File: src/cell_scan_pkg.sv
// Constants, register map and types shared by the cell scan monitor.
package cell_scan_pkg;
    // Timebase: every period and settling value counts whole microseconds.
    localparam int CLK_PERIOD_NS = 25;
    localparam int TICK_NS = 1000;
    localparam int CYCLES_PER_TICK = TICK_NS / CLK_PERIOD_NS;

    // Channel layout on the module chain.
    localparam int NUM_CH = 32;
    localparam int CH_W = 5;
    localparam int CNT_W = 8;
    localparam int THERM_W = 3;
    localparam logic [3:0] CELLS_SMALL = 4'hC;
    localparam logic [4:0] CELLS_LARGE = 5'h10;

    // Register byte offsets.
    localparam logic [7:0] ADDR_VARIANT = 8'h00;
    localparam logic [7:0] ADDR_MODCOUNT = 8'h04;
    localparam logic [7:0] ADDR_POWERMODE = 8'h08;
    localparam logic [7:0] ADDR_SCANINT = 8'h0C;
    localparam logic [7:0] ADDR_SETTLE = 8'h10;
    localparam logic [7:0] ADDR_FILTER = 8'h14;
    localparam logic [7:0] ADDR_WDISABLE = 8'h18;
    localparam logic [7:0] ADDR_WINTERVAL = 8'h1C;
    localparam logic [7:0] ADDR_WTHRESH = 8'h20;
    localparam logic [7:0] ADDR_WCEIL = 8'h24;
    localparam logic [7:0] ADDR_RLOW = 8'h28;
    localparam logic [7:0] ADDR_RHIGH = 8'h2C;
    localparam logic [7:0] ADDR_WDLIMIT = 8'h30;
    localparam logic [7:0] ADDR_STATUS = 8'h34;
    localparam logic [7:0] ADDR_FLAGS = 8'h38;

    // Status register fields.
    localparam int ST_FAULT_BIT = 0;
    localparam int ST_ACTIVE_BIT = 1;
    localparam int ST_THERM_LSB = 4;

    // Values after reset.
    localparam logic [31:0] RST_VARIANT = 32'h0000_0000;
    localparam logic [31:0] RST_MODCOUNT = 32'h0000_0001;
    localparam logic [31:0] RST_POWERMODE = 32'h0000_0002;
    localparam logic [31:0] RST_SCANINT = 32'h000F_4240;
    localparam logic [31:0] RST_SETTLE = 32'h0000_C350;
    localparam logic [31:0] RST_FILTER = 32'h0000_0001;
    localparam logic [31:0] RST_WDISABLE = 32'h0000_0000;
    localparam logic [31:0] RST_WINTERVAL = 32'hD693_A400;
    localparam logic [31:0] RST_WTHRESH = 32'h0000_0003;
    localparam logic [31:0] RST_WCEIL = 32'h0000_000A;
    localparam logic [31:0] RST_RLOW = 32'h0000_0320;
    localparam logic [31:0] RST_RHIGH = 32'h0000_03CA;
    localparam logic [31:0] RST_WDLIMIT = 32'h004C_4B40;
    localparam logic [1:0] POWER_MODE_NONE = 2'h2;

    typedef enum logic [1:0] {
        SCAN_IDLE = 2'b00,
        SCAN_SETTLE = 2'b01,
        SCAN_MEAS = 2'b11,
        SCAN_HOLD = 2'b10
    } scan_state_t;
endpackage

File: src/us_tick_gen.sv
// Microsecond tick generator dividing the system clock.
`timescale 1ns/1ps
module us_tick_gen (
    // Clock and reset
    input wire logic clk_sys,
    input wire logic rstN,
    // Tick
    output logic tick
);
    import cell_scan_pkg::*;

    localparam logic [5:0] DIV_LAST = 6'(CYCLES_PER_TICK - 1);

    logic [5:0] div_reg;

    always_ff @(posedge clk_sys or negedge rstN) begin
        if (!rstN) begin
            div_reg <= 6'h00;
            tick <= 1'b0;
        end else begin
            tick <= (div_reg == DIV_LAST);
            div_reg <= (div_reg == DIV_LAST) ? 6'h00 : div_reg + 6'h01;
        end
    end
endmodule

File: src/cell_scan_open_wire_monitor.sv
// Scan scheduler with balancing pause and open-wire detection, Wishbone registers.
//
// Operation
// RULE1: Measure all cells once each scan period.
// RULE2: Thermistors cycle over eight scan periods.
// RULE3: One thermistor per module each scan.
// RULE4: Balancing off during every voltage measurement.
// RULE5: Hold balancing off for settling time first.
// RULE6: Long settling stretches scans; watchdog faults.
// RULE7: One bit picks 7 kHz or 26 Hz.
// RULE8: Software avoids 7 kHz on this variant.
// RULE9: Open-wire detections only with 7 kHz filter.
// RULE10: Wire check at power-up and lockout exit.
// RULE11: Periodic wire check while on DC bus.
// RULE12: Per-channel count sets flag at threshold.
// RULE13: Detection counters saturate at the ceiling.
// RULE14: Software keeps ceiling not below threshold.
// RULE15: Wire check lasts ceiling scan cycles.
// RULE16: Disable bit suppresses all open-wire reporting.
// RULE17: Ratio below lower limit is an error.
// RULE18: Ratio above upper limit is an error.
// RULE19: Software sets module count one or two.
// RULE20: Software sets variant zero or one.
// RULE21: Never power expansion module; mode two.
// RULE22: Periods and settling count in microseconds.
// RULE23: Ratio equal to a limit is fine.
//
// The implementer's own choices: the register offsets and the Wishbone register port.
`timescale 1ns/1ps
module cell_scan_open_wire_monitor (
    // Clock and reset
    input wire logic clk_sys,
    input wire logic rst_b,
    // Wishbone slave
    input wire logic [7:0] adr_i,
    input wire logic [31:0] dat_i,
    output logic [31:0] dat_o,
    input wire logic we_i,
    input wire logic [3:0] sel_i,
    input wire logic cyc_i,
    input wire logic stb_i,
    output logic ack_o,
    // Module chain link
    output logic measStart,
    input wire logic measDone,
    output logic [cell_scan_pkg::THERM_W-1:0] thermSelect,
    output logic balanceAllow,
    output logic filterSelect,
    output logic wireCheckActive,
    output logic linkPowerSupply,
    output logic [1:0] linkPowerMode,
    input wire logic ratioValid,
    input wire logic [cell_scan_pkg::CH_W-1:0] ratioChannel,
    input wire logic [9:0] ratioValue,
    // System state
    input wire logic lockoutActive,
    input wire logic dcBusConnected,
    output logic scanFault,
    output logic [cell_scan_pkg::NUM_CH-1:0] openWireFlags
);
    import cell_scan_pkg::*;

    function automatic logic [31:0] mergeBytes(input logic [31:0] old, input logic [31:0] wr,
                                               input logic [3:0] sel);
        logic [31:0] res;
        res = old;
        for (int b = 0; b < 4; b++) begin
            if (sel[b]) begin
                res[b*8 +: 8] = wr[b*8 +: 8];
            end
        end
        return res;
    endfunction

    // Equality with a limit is deliberately not an error.
    function automatic logic outOfWindow(input logic [9:0] r, input logic [31:0] lo,
                                         input logic [31:0] hi);
        return ({22'h0, r} < lo) || ({22'h0, r} > hi);
    endfunction

    logic [1:0] rstSync_reg;
    logic rstN;

    always_ff @(posedge clk_sys or negedge rst_b) begin
        if (!rst_b) begin
            rstSync_reg <= 2'b00;
        end else begin
            rstSync_reg <= {rstSync_reg[0], 1'b1};
        end
    end
    assign rstN = rstSync_reg[1];

    logic tick;

    us_tick_gen tickGen (
        .clk_sys(clk_sys),
        .rstN(rstN),
        .tick(tick)
    );

    logic [31:0] variant_reg, modCount_reg, powerMode_reg, scanInt_reg, settle_reg;
    logic [31:0] filter_reg, wDisable_reg, wInterval_reg, wThresh_reg, wCeil_reg;
    logic [31:0] rLow_reg, rHigh_reg, wdLimit_reg;
    logic wrEn, faultClear;

    assign wrEn = cyc_i && stb_i && we_i && !ack_o;
    assign faultClear = wrEn && (adr_i == ADDR_STATUS) && sel_i[0] && dat_i[ST_FAULT_BIT];

    always_ff @(posedge clk_sys or negedge rstN) begin
        if (!rstN) begin
            variant_reg <= RST_VARIANT;
            modCount_reg <= RST_MODCOUNT;
            powerMode_reg <= RST_POWERMODE;
            scanInt_reg <= RST_SCANINT;
            settle_reg <= RST_SETTLE;
            filter_reg <= RST_FILTER;
            wDisable_reg <= RST_WDISABLE;
            wInterval_reg <= RST_WINTERVAL;
            wThresh_reg <= RST_WTHRESH;
            wCeil_reg <= RST_WCEIL;
            rLow_reg <= RST_RLOW;
            rHigh_reg <= RST_RHIGH;
            wdLimit_reg <= RST_WDLIMIT;
        end else if (wrEn) begin
            case (adr_i)
                ADDR_VARIANT: variant_reg <= mergeBytes(variant_reg, dat_i, sel_i);
                ADDR_MODCOUNT: modCount_reg <= mergeBytes(modCount_reg, dat_i, sel_i);
                ADDR_POWERMODE: powerMode_reg <= mergeBytes(powerMode_reg, dat_i, sel_i);
                ADDR_SCANINT: scanInt_reg <= mergeBytes(scanInt_reg, dat_i, sel_i);
                ADDR_SETTLE: settle_reg <= mergeBytes(settle_reg, dat_i, sel_i);
                ADDR_FILTER: filter_reg <= mergeBytes(filter_reg, dat_i, sel_i);
                ADDR_WDISABLE: wDisable_reg <= mergeBytes(wDisable_reg, dat_i, sel_i);
                ADDR_WINTERVAL: wInterval_reg <= mergeBytes(wInterval_reg, dat_i, sel_i);
                ADDR_WTHRESH: wThresh_reg <= mergeBytes(wThresh_reg, dat_i, sel_i);
                ADDR_WCEIL: wCeil_reg <= mergeBytes(wCeil_reg, dat_i, sel_i);
                ADDR_RLOW: rLow_reg <= mergeBytes(rLow_reg, dat_i, sel_i);
                ADDR_RHIGH: rHigh_reg <= mergeBytes(rHigh_reg, dat_i, sel_i);
                ADDR_WDLIMIT: wdLimit_reg <= mergeBytes(wdLimit_reg, dat_i, sel_i);
                default: ;
            endcase
        end
    end

    // RULE21: no link power
    assign linkPowerSupply = 1'b0;
    assign linkPowerMode = powerMode_reg[1:0];

    // Scan sequencer.
    scan_state_t state_reg, state_next;
    logic [31:0] scanElapsed_reg, settleCnt_reg, wdCount_reg;
    logic scanBegin, measEnd;

    assign measEnd = (state_reg == SCAN_MEAS) && measDone;

    always_comb begin
        state_next = state_reg;
        case (state_reg)
            SCAN_IDLE: state_next = SCAN_SETTLE;
            // RULE5: settle before measuring
            SCAN_SETTLE: if (settleCnt_reg >= settle_reg) begin
                state_next = SCAN_MEAS;
            end
            SCAN_MEAS: if (measDone) begin
                state_next = SCAN_HOLD;
            end
            // RULE1: one scan per interval
            SCAN_HOLD: if (scanElapsed_reg >= scanInt_reg) begin
                state_next = SCAN_SETTLE;
            end
            default: state_next = SCAN_IDLE;
        endcase
    end
    assign scanBegin = (state_next == SCAN_SETTLE) && (state_reg != SCAN_SETTLE);

    always_ff @(posedge clk_sys or negedge rstN) begin
        if (!rstN) begin
            state_reg <= SCAN_IDLE;
        end else begin
            state_reg <= state_next;
        end
    end

    // RULE22: microsecond timers
    always_ff @(posedge clk_sys or negedge rstN) begin
        if (!rstN) begin
            scanElapsed_reg <= 32'h0000_0000;
            settleCnt_reg <= 32'h0000_0000;
        end else begin
            if (scanBegin) begin
                scanElapsed_reg <= 32'h0000_0000;
                settleCnt_reg <= 32'h0000_0000;
            end else if (tick) begin
                // RULE6: scan stretches when settling runs long
                if (scanElapsed_reg != 32'hFFFF_FFFF) begin
                    scanElapsed_reg <= scanElapsed_reg + 32'h0000_0001;
                end
                if (state_reg == SCAN_SETTLE) begin
                    settleCnt_reg <= settleCnt_reg + 32'h0000_0001;
                end
            end
        end
    end

    // RULE4: balancing only outside settle and measure
    assign balanceAllow = (state_reg == SCAN_HOLD) || (state_reg == SCAN_IDLE);

    always_ff @(posedge clk_sys or negedge rstN) begin
        if (!rstN) begin
            measStart <= 1'b0;
            thermSelect <= 3'h0;
            filterSelect <= 1'b1;
        end else begin
            measStart <= (state_reg == SCAN_SETTLE) && (state_next == SCAN_MEAS);
            // RULE7: filter select
            filterSelect <= filter_reg[0];
            // RULE2: advance thermistor
            // RULE3: each group steps together
            if (measEnd) begin
                thermSelect <= thermSelect + 3'h1;
            end
        end
    end

    // RULE6: scan-rate watchdog, a new expiry wins over a clear.
    always_ff @(posedge clk_sys or negedge rstN) begin
        if (!rstN) begin
            wdCount_reg <= 32'h0000_0000;
            scanFault <= 1'b0;
        end else begin
            if (measEnd) begin
                wdCount_reg <= 32'h0000_0000;
            end else if (tick && wdCount_reg != 32'hFFFF_FFFF) begin
                wdCount_reg <= wdCount_reg + 32'h0000_0001;
            end
            if (wdCount_reg >= wdLimit_reg) begin
                scanFault <= 1'b1;
            end else if (faultClear) begin
                scanFault <= 1'b0;
            end
        end
    end

    // Open-wire check scheduling.
    logic [31:0] wPeriod_reg;
    logic pending_reg, lockout_reg, periodHit, wireStart;
    logic [CNT_W-1:0] scansLeft_reg;

    assign periodHit = tick && dcBusConnected && !lockoutActive && !wireCheckActive
                       && (wPeriod_reg + 32'h0000_0001 >= wInterval_reg);
    assign wireStart = pending_reg && !wireCheckActive && !lockoutActive && scanBegin;

    always_ff @(posedge clk_sys or negedge rstN) begin
        if (!rstN) begin
            // RULE10: power-up check pending
            pending_reg <= 1'b1;
            lockout_reg <= 1'b0;
            wPeriod_reg <= 32'h0000_0000;
        end else begin
            lockout_reg <= lockoutActive;
            // RULE10: lockout exit
            // RULE11: periodic check
            if ((lockout_reg && !lockoutActive) || periodHit) begin
                pending_reg <= 1'b1;
            end else if (wireStart) begin
                pending_reg <= 1'b0;
            end
            if (periodHit || wireCheckActive || !dcBusConnected) begin
                wPeriod_reg <= 32'h0000_0000;
            end else if (tick) begin
                wPeriod_reg <= wPeriod_reg + 32'h0000_0001;
            end
        end
    end

    // RULE15: check spans ceiling scans
    always_ff @(posedge clk_sys or negedge rstN) begin
        if (!rstN) begin
            wireCheckActive <= 1'b0;
            scansLeft_reg <= 8'h00;
        end else if (wireStart) begin
            wireCheckActive <= 1'b1;
            scansLeft_reg <= (wCeil_reg[7:0] == 8'h00) ? 8'h01 : wCeil_reg[7:0];
        end else if (wireCheckActive && measEnd) begin
            scansLeft_reg <= scansLeft_reg - 8'h01;
            if (scansLeft_reg == 8'h01) begin
                wireCheckActive <= 1'b0;
            end
        end
    end

    // Per-channel detection counters and flags.
    logic [CNT_W-1:0] hitCount [0:NUM_CH-1];
    logic [NUM_CH-1:0] flag_reg;
    logic accept, hit;
    logic [4:0] cellsPerModule;

    assign cellsPerModule = variant_reg[0] ? CELLS_LARGE : {1'b0, CELLS_SMALL};
    // RULE9: detections only with the 7 kHz filter
    assign accept = ratioValid && wireCheckActive && !filter_reg[0]
                    && ({31'h0, ratioChannel[4]} < modCount_reg)
                    && ({1'b0, ratioChannel[3:0]} < cellsPerModule);
    // RULE17: below lower
    // RULE18: above upper
    // RULE23: limits inclusive
    assign hit = accept && outOfWindow(ratioValue, rLow_reg, rHigh_reg);

    // Counters restart with each check, so a channel that heals clears on the next one.
    always_ff @(posedge clk_sys or negedge rstN) begin
        if (!rstN) begin
            for (int i = 0; i < NUM_CH; i++) begin
                hitCount[i] <= 8'h00;
            end
            flag_reg <= '0;
        end else if (wireStart) begin
            for (int i = 0; i < NUM_CH; i++) begin
                hitCount[i] <= 8'h00;
            end
            flag_reg <= '0;
        end else if (hit) begin
            // RULE13: saturate counter
            if (hitCount[ratioChannel] < wCeil_reg[7:0]) begin
                hitCount[ratioChannel] <= hitCount[ratioChannel] + 8'h01;
            end
            // RULE12: flag at threshold
            if ({24'h0, hitCount[ratioChannel] + 8'h01} >= wThresh_reg) begin
                flag_reg[ratioChannel] <= 1'b1;
            end
        end
    end

    // RULE16: disable suppresses reporting
    assign openWireFlags = wDisable_reg[0] ? '0 : flag_reg;

    // Wishbone answer: one wait state, unmapped reads give zero.
    always_ff @(posedge clk_sys or negedge rstN) begin
        if (!rstN) begin
            ack_o <= 1'b0;
            dat_o <= 32'h0000_0000;
        end else begin
            ack_o <= cyc_i && stb_i && !ack_o;
            case (adr_i)
                ADDR_VARIANT: dat_o <= variant_reg;
                ADDR_MODCOUNT: dat_o <= modCount_reg;
                ADDR_POWERMODE: dat_o <= powerMode_reg;
                ADDR_SCANINT: dat_o <= scanInt_reg;
                ADDR_SETTLE: dat_o <= settle_reg;
                ADDR_FILTER: dat_o <= filter_reg;
                ADDR_WDISABLE: dat_o <= wDisable_reg;
                ADDR_WINTERVAL: dat_o <= wInterval_reg;
                ADDR_WTHRESH: dat_o <= wThresh_reg;
                ADDR_WCEIL: dat_o <= wCeil_reg;
                ADDR_RLOW: dat_o <= rLow_reg;
                ADDR_RHIGH: dat_o <= rHigh_reg;
                ADDR_WDLIMIT: dat_o <= wdLimit_reg;
                ADDR_STATUS: dat_o <= {25'h0, thermSelect, 2'b00, wireCheckActive, scanFault};
                ADDR_FLAGS: dat_o <= openWireFlags;
                default: dat_o <= 32'h0000_0000;
            endcase
        end
    end
endmodule

File: config.mk
export PLATFORM = sky130hd
export DESIGN_NAME = cell_scan_open_wire_monitor
export DESIGN_NICKNAME = d
export VERILOG_FILES = /design/src/cell_scan_pkg.sv /design/src/us_tick_gen.sv /design/src/cell_scan_open_wire_monitor.sv
export SDC_FILE = /design/constraint.sdc
export NUM_CORES = 2
export LEC_CHECK = 0
export ABC_CLOCK_PERIOD_IN_PS = 30000
export BUFFER_PORTS_ARGS = -buffer_cell sky130_fd_sc_hd__buf_2
export CAP_MARGIN = 20
export CORE_ASPECT_RATIO = 1.75
export CORE_MARGIN = 4
export CORE_UTILIZATION = 55
export CTS_CLUSTER_SIZE = 8
export DETAILED_ROUTE_END_ITERATION = 8
export GPL_ROUTABILITY_DRIVEN = 0
export PLACE_DENSITY = 0.72
export SLEW_MARGIN = 15
export SYNTH_ARGS = -nofsm -noshare
export SYNTH_HDL_FRONTEND = slang
export SYNTH_HIERARCHICAL = 1
export SYNTH_SLANG_ARGS = --single-unit
File: constraint.sdc
create_clock -name clk_sys -period 30 [get_ports clk_sys]
set_clock_uncertainty 0.15 [all_clocks]
set_input_delay 6 -clock clk_sys [delete_from_list [all_inputs] [get_ports clk_sys]]
set_output_delay 6 -clock clk_sys [all_outputs]
set_load 0.05 [all_outputs]
==> run summary <==
Worst VDD drop = 0.0549 mV
Top cells by area, synth = dfrtp_1, mux2_2, mux2i_1, ha_1, nor2_1
Num CTS Buffers = 121
# DRC = 0
Tmin final = 11.89 ns
Synth top area share = 46.5%
Routed WL = 145000 µm
Ys Warns = 6
Sw power = 714 µW
Die Y = 388 µm
I/O Buffers = 142
Internal power = 2030 µW
Overflow left after global routing = 0
Main synth FF type = dfrtp_1
Mapped Area = 45300 µm²
Routed wire per std cell = 27.1 µm
Worst Setup Start Kind = primary input
CTS tree = built
Post-Place Cells = 5119
EDFF count, synth = 0
Drt pass-1 iters = 7
Reg2reg end = hitCount[110]
Avg Cell Area, Syn = 11.1 µm²
Cell taking the most area after synthesis = dfrtp_1
P per Cell Area = 54.2 nW/µm²
Horiz. Die Dim = 225 µm
Post-DP HPWL = 103000 µm
Design Power = 2740 µW
# Post-CTS Setup Buffers = 0
Combinational power share = 7.4%
Slew @ Worst Pin = 1.19 ns
Pin count of the biggest net entering global routing = 166
Pins Over Slew Limit = 0
RSZ-0062 raised after global routing = false
Top cell by count, worst path = buf_4
Outcome = complete, no violations
Commonest non-fill, non-tap cell in the layout = dfrtp_1
R2r startpoint = hitCount[9]
First-pass GRT wire length = 219000 µm
Reg2Reg Depth = 13
Max-cap viol count = 0
R2r setup slk = 24.56 ns
Worst skew pair latency = 0.73 ns
Final-layout fill cell count = 6595
Total core area = 81900 µm²
Worst slew margin = 19.8%
Worst-path clk slew = 0.05 ns
Pleak = 0.0250 µW
Clock Power Share = 46.8%
Place WS = 17.29 ns
Post-synth ARST share = 100%
CP max FO = 51
Family with the most delay on the worst path = buffers and inverters
H-tree lvl count = 3
Setup TNS = 0 ns
Worst setup EP type = flip-flop
Initial antenna violation count = 13
Hold Fails Final Rpt = 0
Sequential-to-total area share from yosys stat = 49.4%
GRT Resource Usage Total = 32.8%
Final cycle utilization of the critical path = 39.6%
Reg area = 22400 µm²
Seq pwr share = 45.7%
Layout area overhead = 11.5%
WP buf/inv = 5
Vias in the first global route = 35788
CP Launch Point = ratioChannel[1]
Initial drt markers = 3419
Synth Register Bits = 893
Stages on worst setup path = 15
Peak Freq = 84.1 MHz
DR vias/cell = 6.50
Post-route ant nets = 0
CP Capture Point = hitCount[110]
Longest Clk Path Bufs = 3
Slowest Stage Delay on Critical Path = 0.75 ns
Final Worst Setup Slack = 18.11 ns
Crit path cell chain = buf_6 -> buf_4 -> buf_4 -> mux2i_1 -> o22ai_1 -> nor4_1 -> nand2_1 -> ha_1 -> a21o_1 -> a221oi_4 -> buf_4 -> and2_1 -> buf_8 -> a31oi_1 -> a22o_1
Nets@finish = 4427
CP Data Arrival Time = 12.31 ns
Share of cells above drive strength 1 = 20.2%
Area of the multi-input gates = 21400 µm²
Crit Path Class = primary input to flip-flop
CTS root buf = clkbuf_16
Total die area = 87300 µm²
Sw Share = 26.1%
Worst Hold Class = flip-flop to flip-flop
Setup Viol. Count Final = 0
Final Non-Filler Cells = 5345
# rows = 139
Largest register FFs = 256
Post-CTS Hold Buffers = 0
Largest Register = hitCount
Starting Density = 55.3%
Mapped Cells = 4093
Synthesized net count = 4332
Via count = 34716
Required @ worst endpoint = 30.42 ns
CTS resizes = 0
# IOs = 144
Most frequent cells in the layout = dfrtp_1, mux2_2, nor2_1
Netlist cell types = 74
Slowest CP cell = buf_4
CTS sink cnt = 893
Fin Hold WS = 0.206 ns
cell families after synthesis:
family	share of synthesized area (%)
adder cells (fa/ha/maj)	4.72
buffers and inverters	3.82
AO/OA/AOI/OAI	9.82
multiplexers	16.7
AND/OR/NAND/NOR	12.4
other	0.0166
XOR/XNOR	3.09
flip-flops	49.4
power groups by stage:
stage                     logic [µW]  clock network [µW]  registers [µW]
after detailed placement         201                   0            1270
after global placement           198                   0            1270
final                            204                1280            1250
after global routing             218                1350            1250
after CTS                        203                1300            1250
after floorplan                  110                   0            1290
cells in the mapped netlist (29+ instances only):
library cell  number
a22oi_1          128
nand4_1          101
a31oi_1           29
xnor2_1           71
inv_1            178
a21oi_1          101
mux2i_1          286
and3_1            65
a21o_1            39
mux2_2           417
dfrtp_1          842
nor2b_1           45
nor2_1           413
clkbuf_1         168
o22ai_1           64
nand3_1           71
nand2_1          207
xor2_1            85
nor3_1            59
a22o_1           101
o21ai_0           45
nor4_1            53
buf_2             51
ha_1             171
a222oi_1          59
dfstp_2           51
per-stage QoR:
| stage | cell area, µm² | util [%] |
|---|---|---|
| 2_1_floorplan | 45300 | - |
| 3_3_place_gp | 47000 | 57.4 |
| 3_5_place_dp | 47000 | 57.4 |
| 4_1_cts | 50500 | 61.7 |
| 5_1_grt | 50600 | 61.7 |
| 6_report | 50600 | 61.7 |
area by class of cell:
type	instances	area share (%)
Antenna cell	6	0.0297
Clock inverter	8	0.262
Tap cell	1057	2.62
Timing Repair Buffer	215	2.53
Inverter	180	1.34
Multi-Input combinational cell	2777	42.3
Clock buffer	209	6.64
Sequential cell	893	44.3
per-layer routing:
metal  track usage [%]  wire (µm)  vias up  share of wire (%)
li1                  -          -    15045                  -
met1              37.8      50900    17375                 35
met2              53.8      70000     1726                 48
met3              5.91      10000      570                6.9
met4              25.6      13800        0                9.5
met5                 0          0        -                  0
how the worst min path moves through the flow:
stage / startpoint / endpoint / slack (ns) / depth (start not counted)
6_report: rstSync_reg[0] / rstSync_reg[1] / 0.21 / 0
5_1_grt: rstSync_reg[0] / rstSync_reg[1] / 0.21 / 0
4_1_cts: rstSync_reg[0] / rstSync_reg[1] / 0.21 / 0
3_5_place_dp: rstSync_reg[0] / rstSync_reg[1] / 0.19 / 0
3_3_place_gp: rstSync_reg[0] / rstSync_reg[1] / 0.19 / 0
2_1_floorplan: rstSync_reg[0] / rstSync_reg[1] / 0.18 / 0
Note: power is estimated with default switching activity, not from simulation.
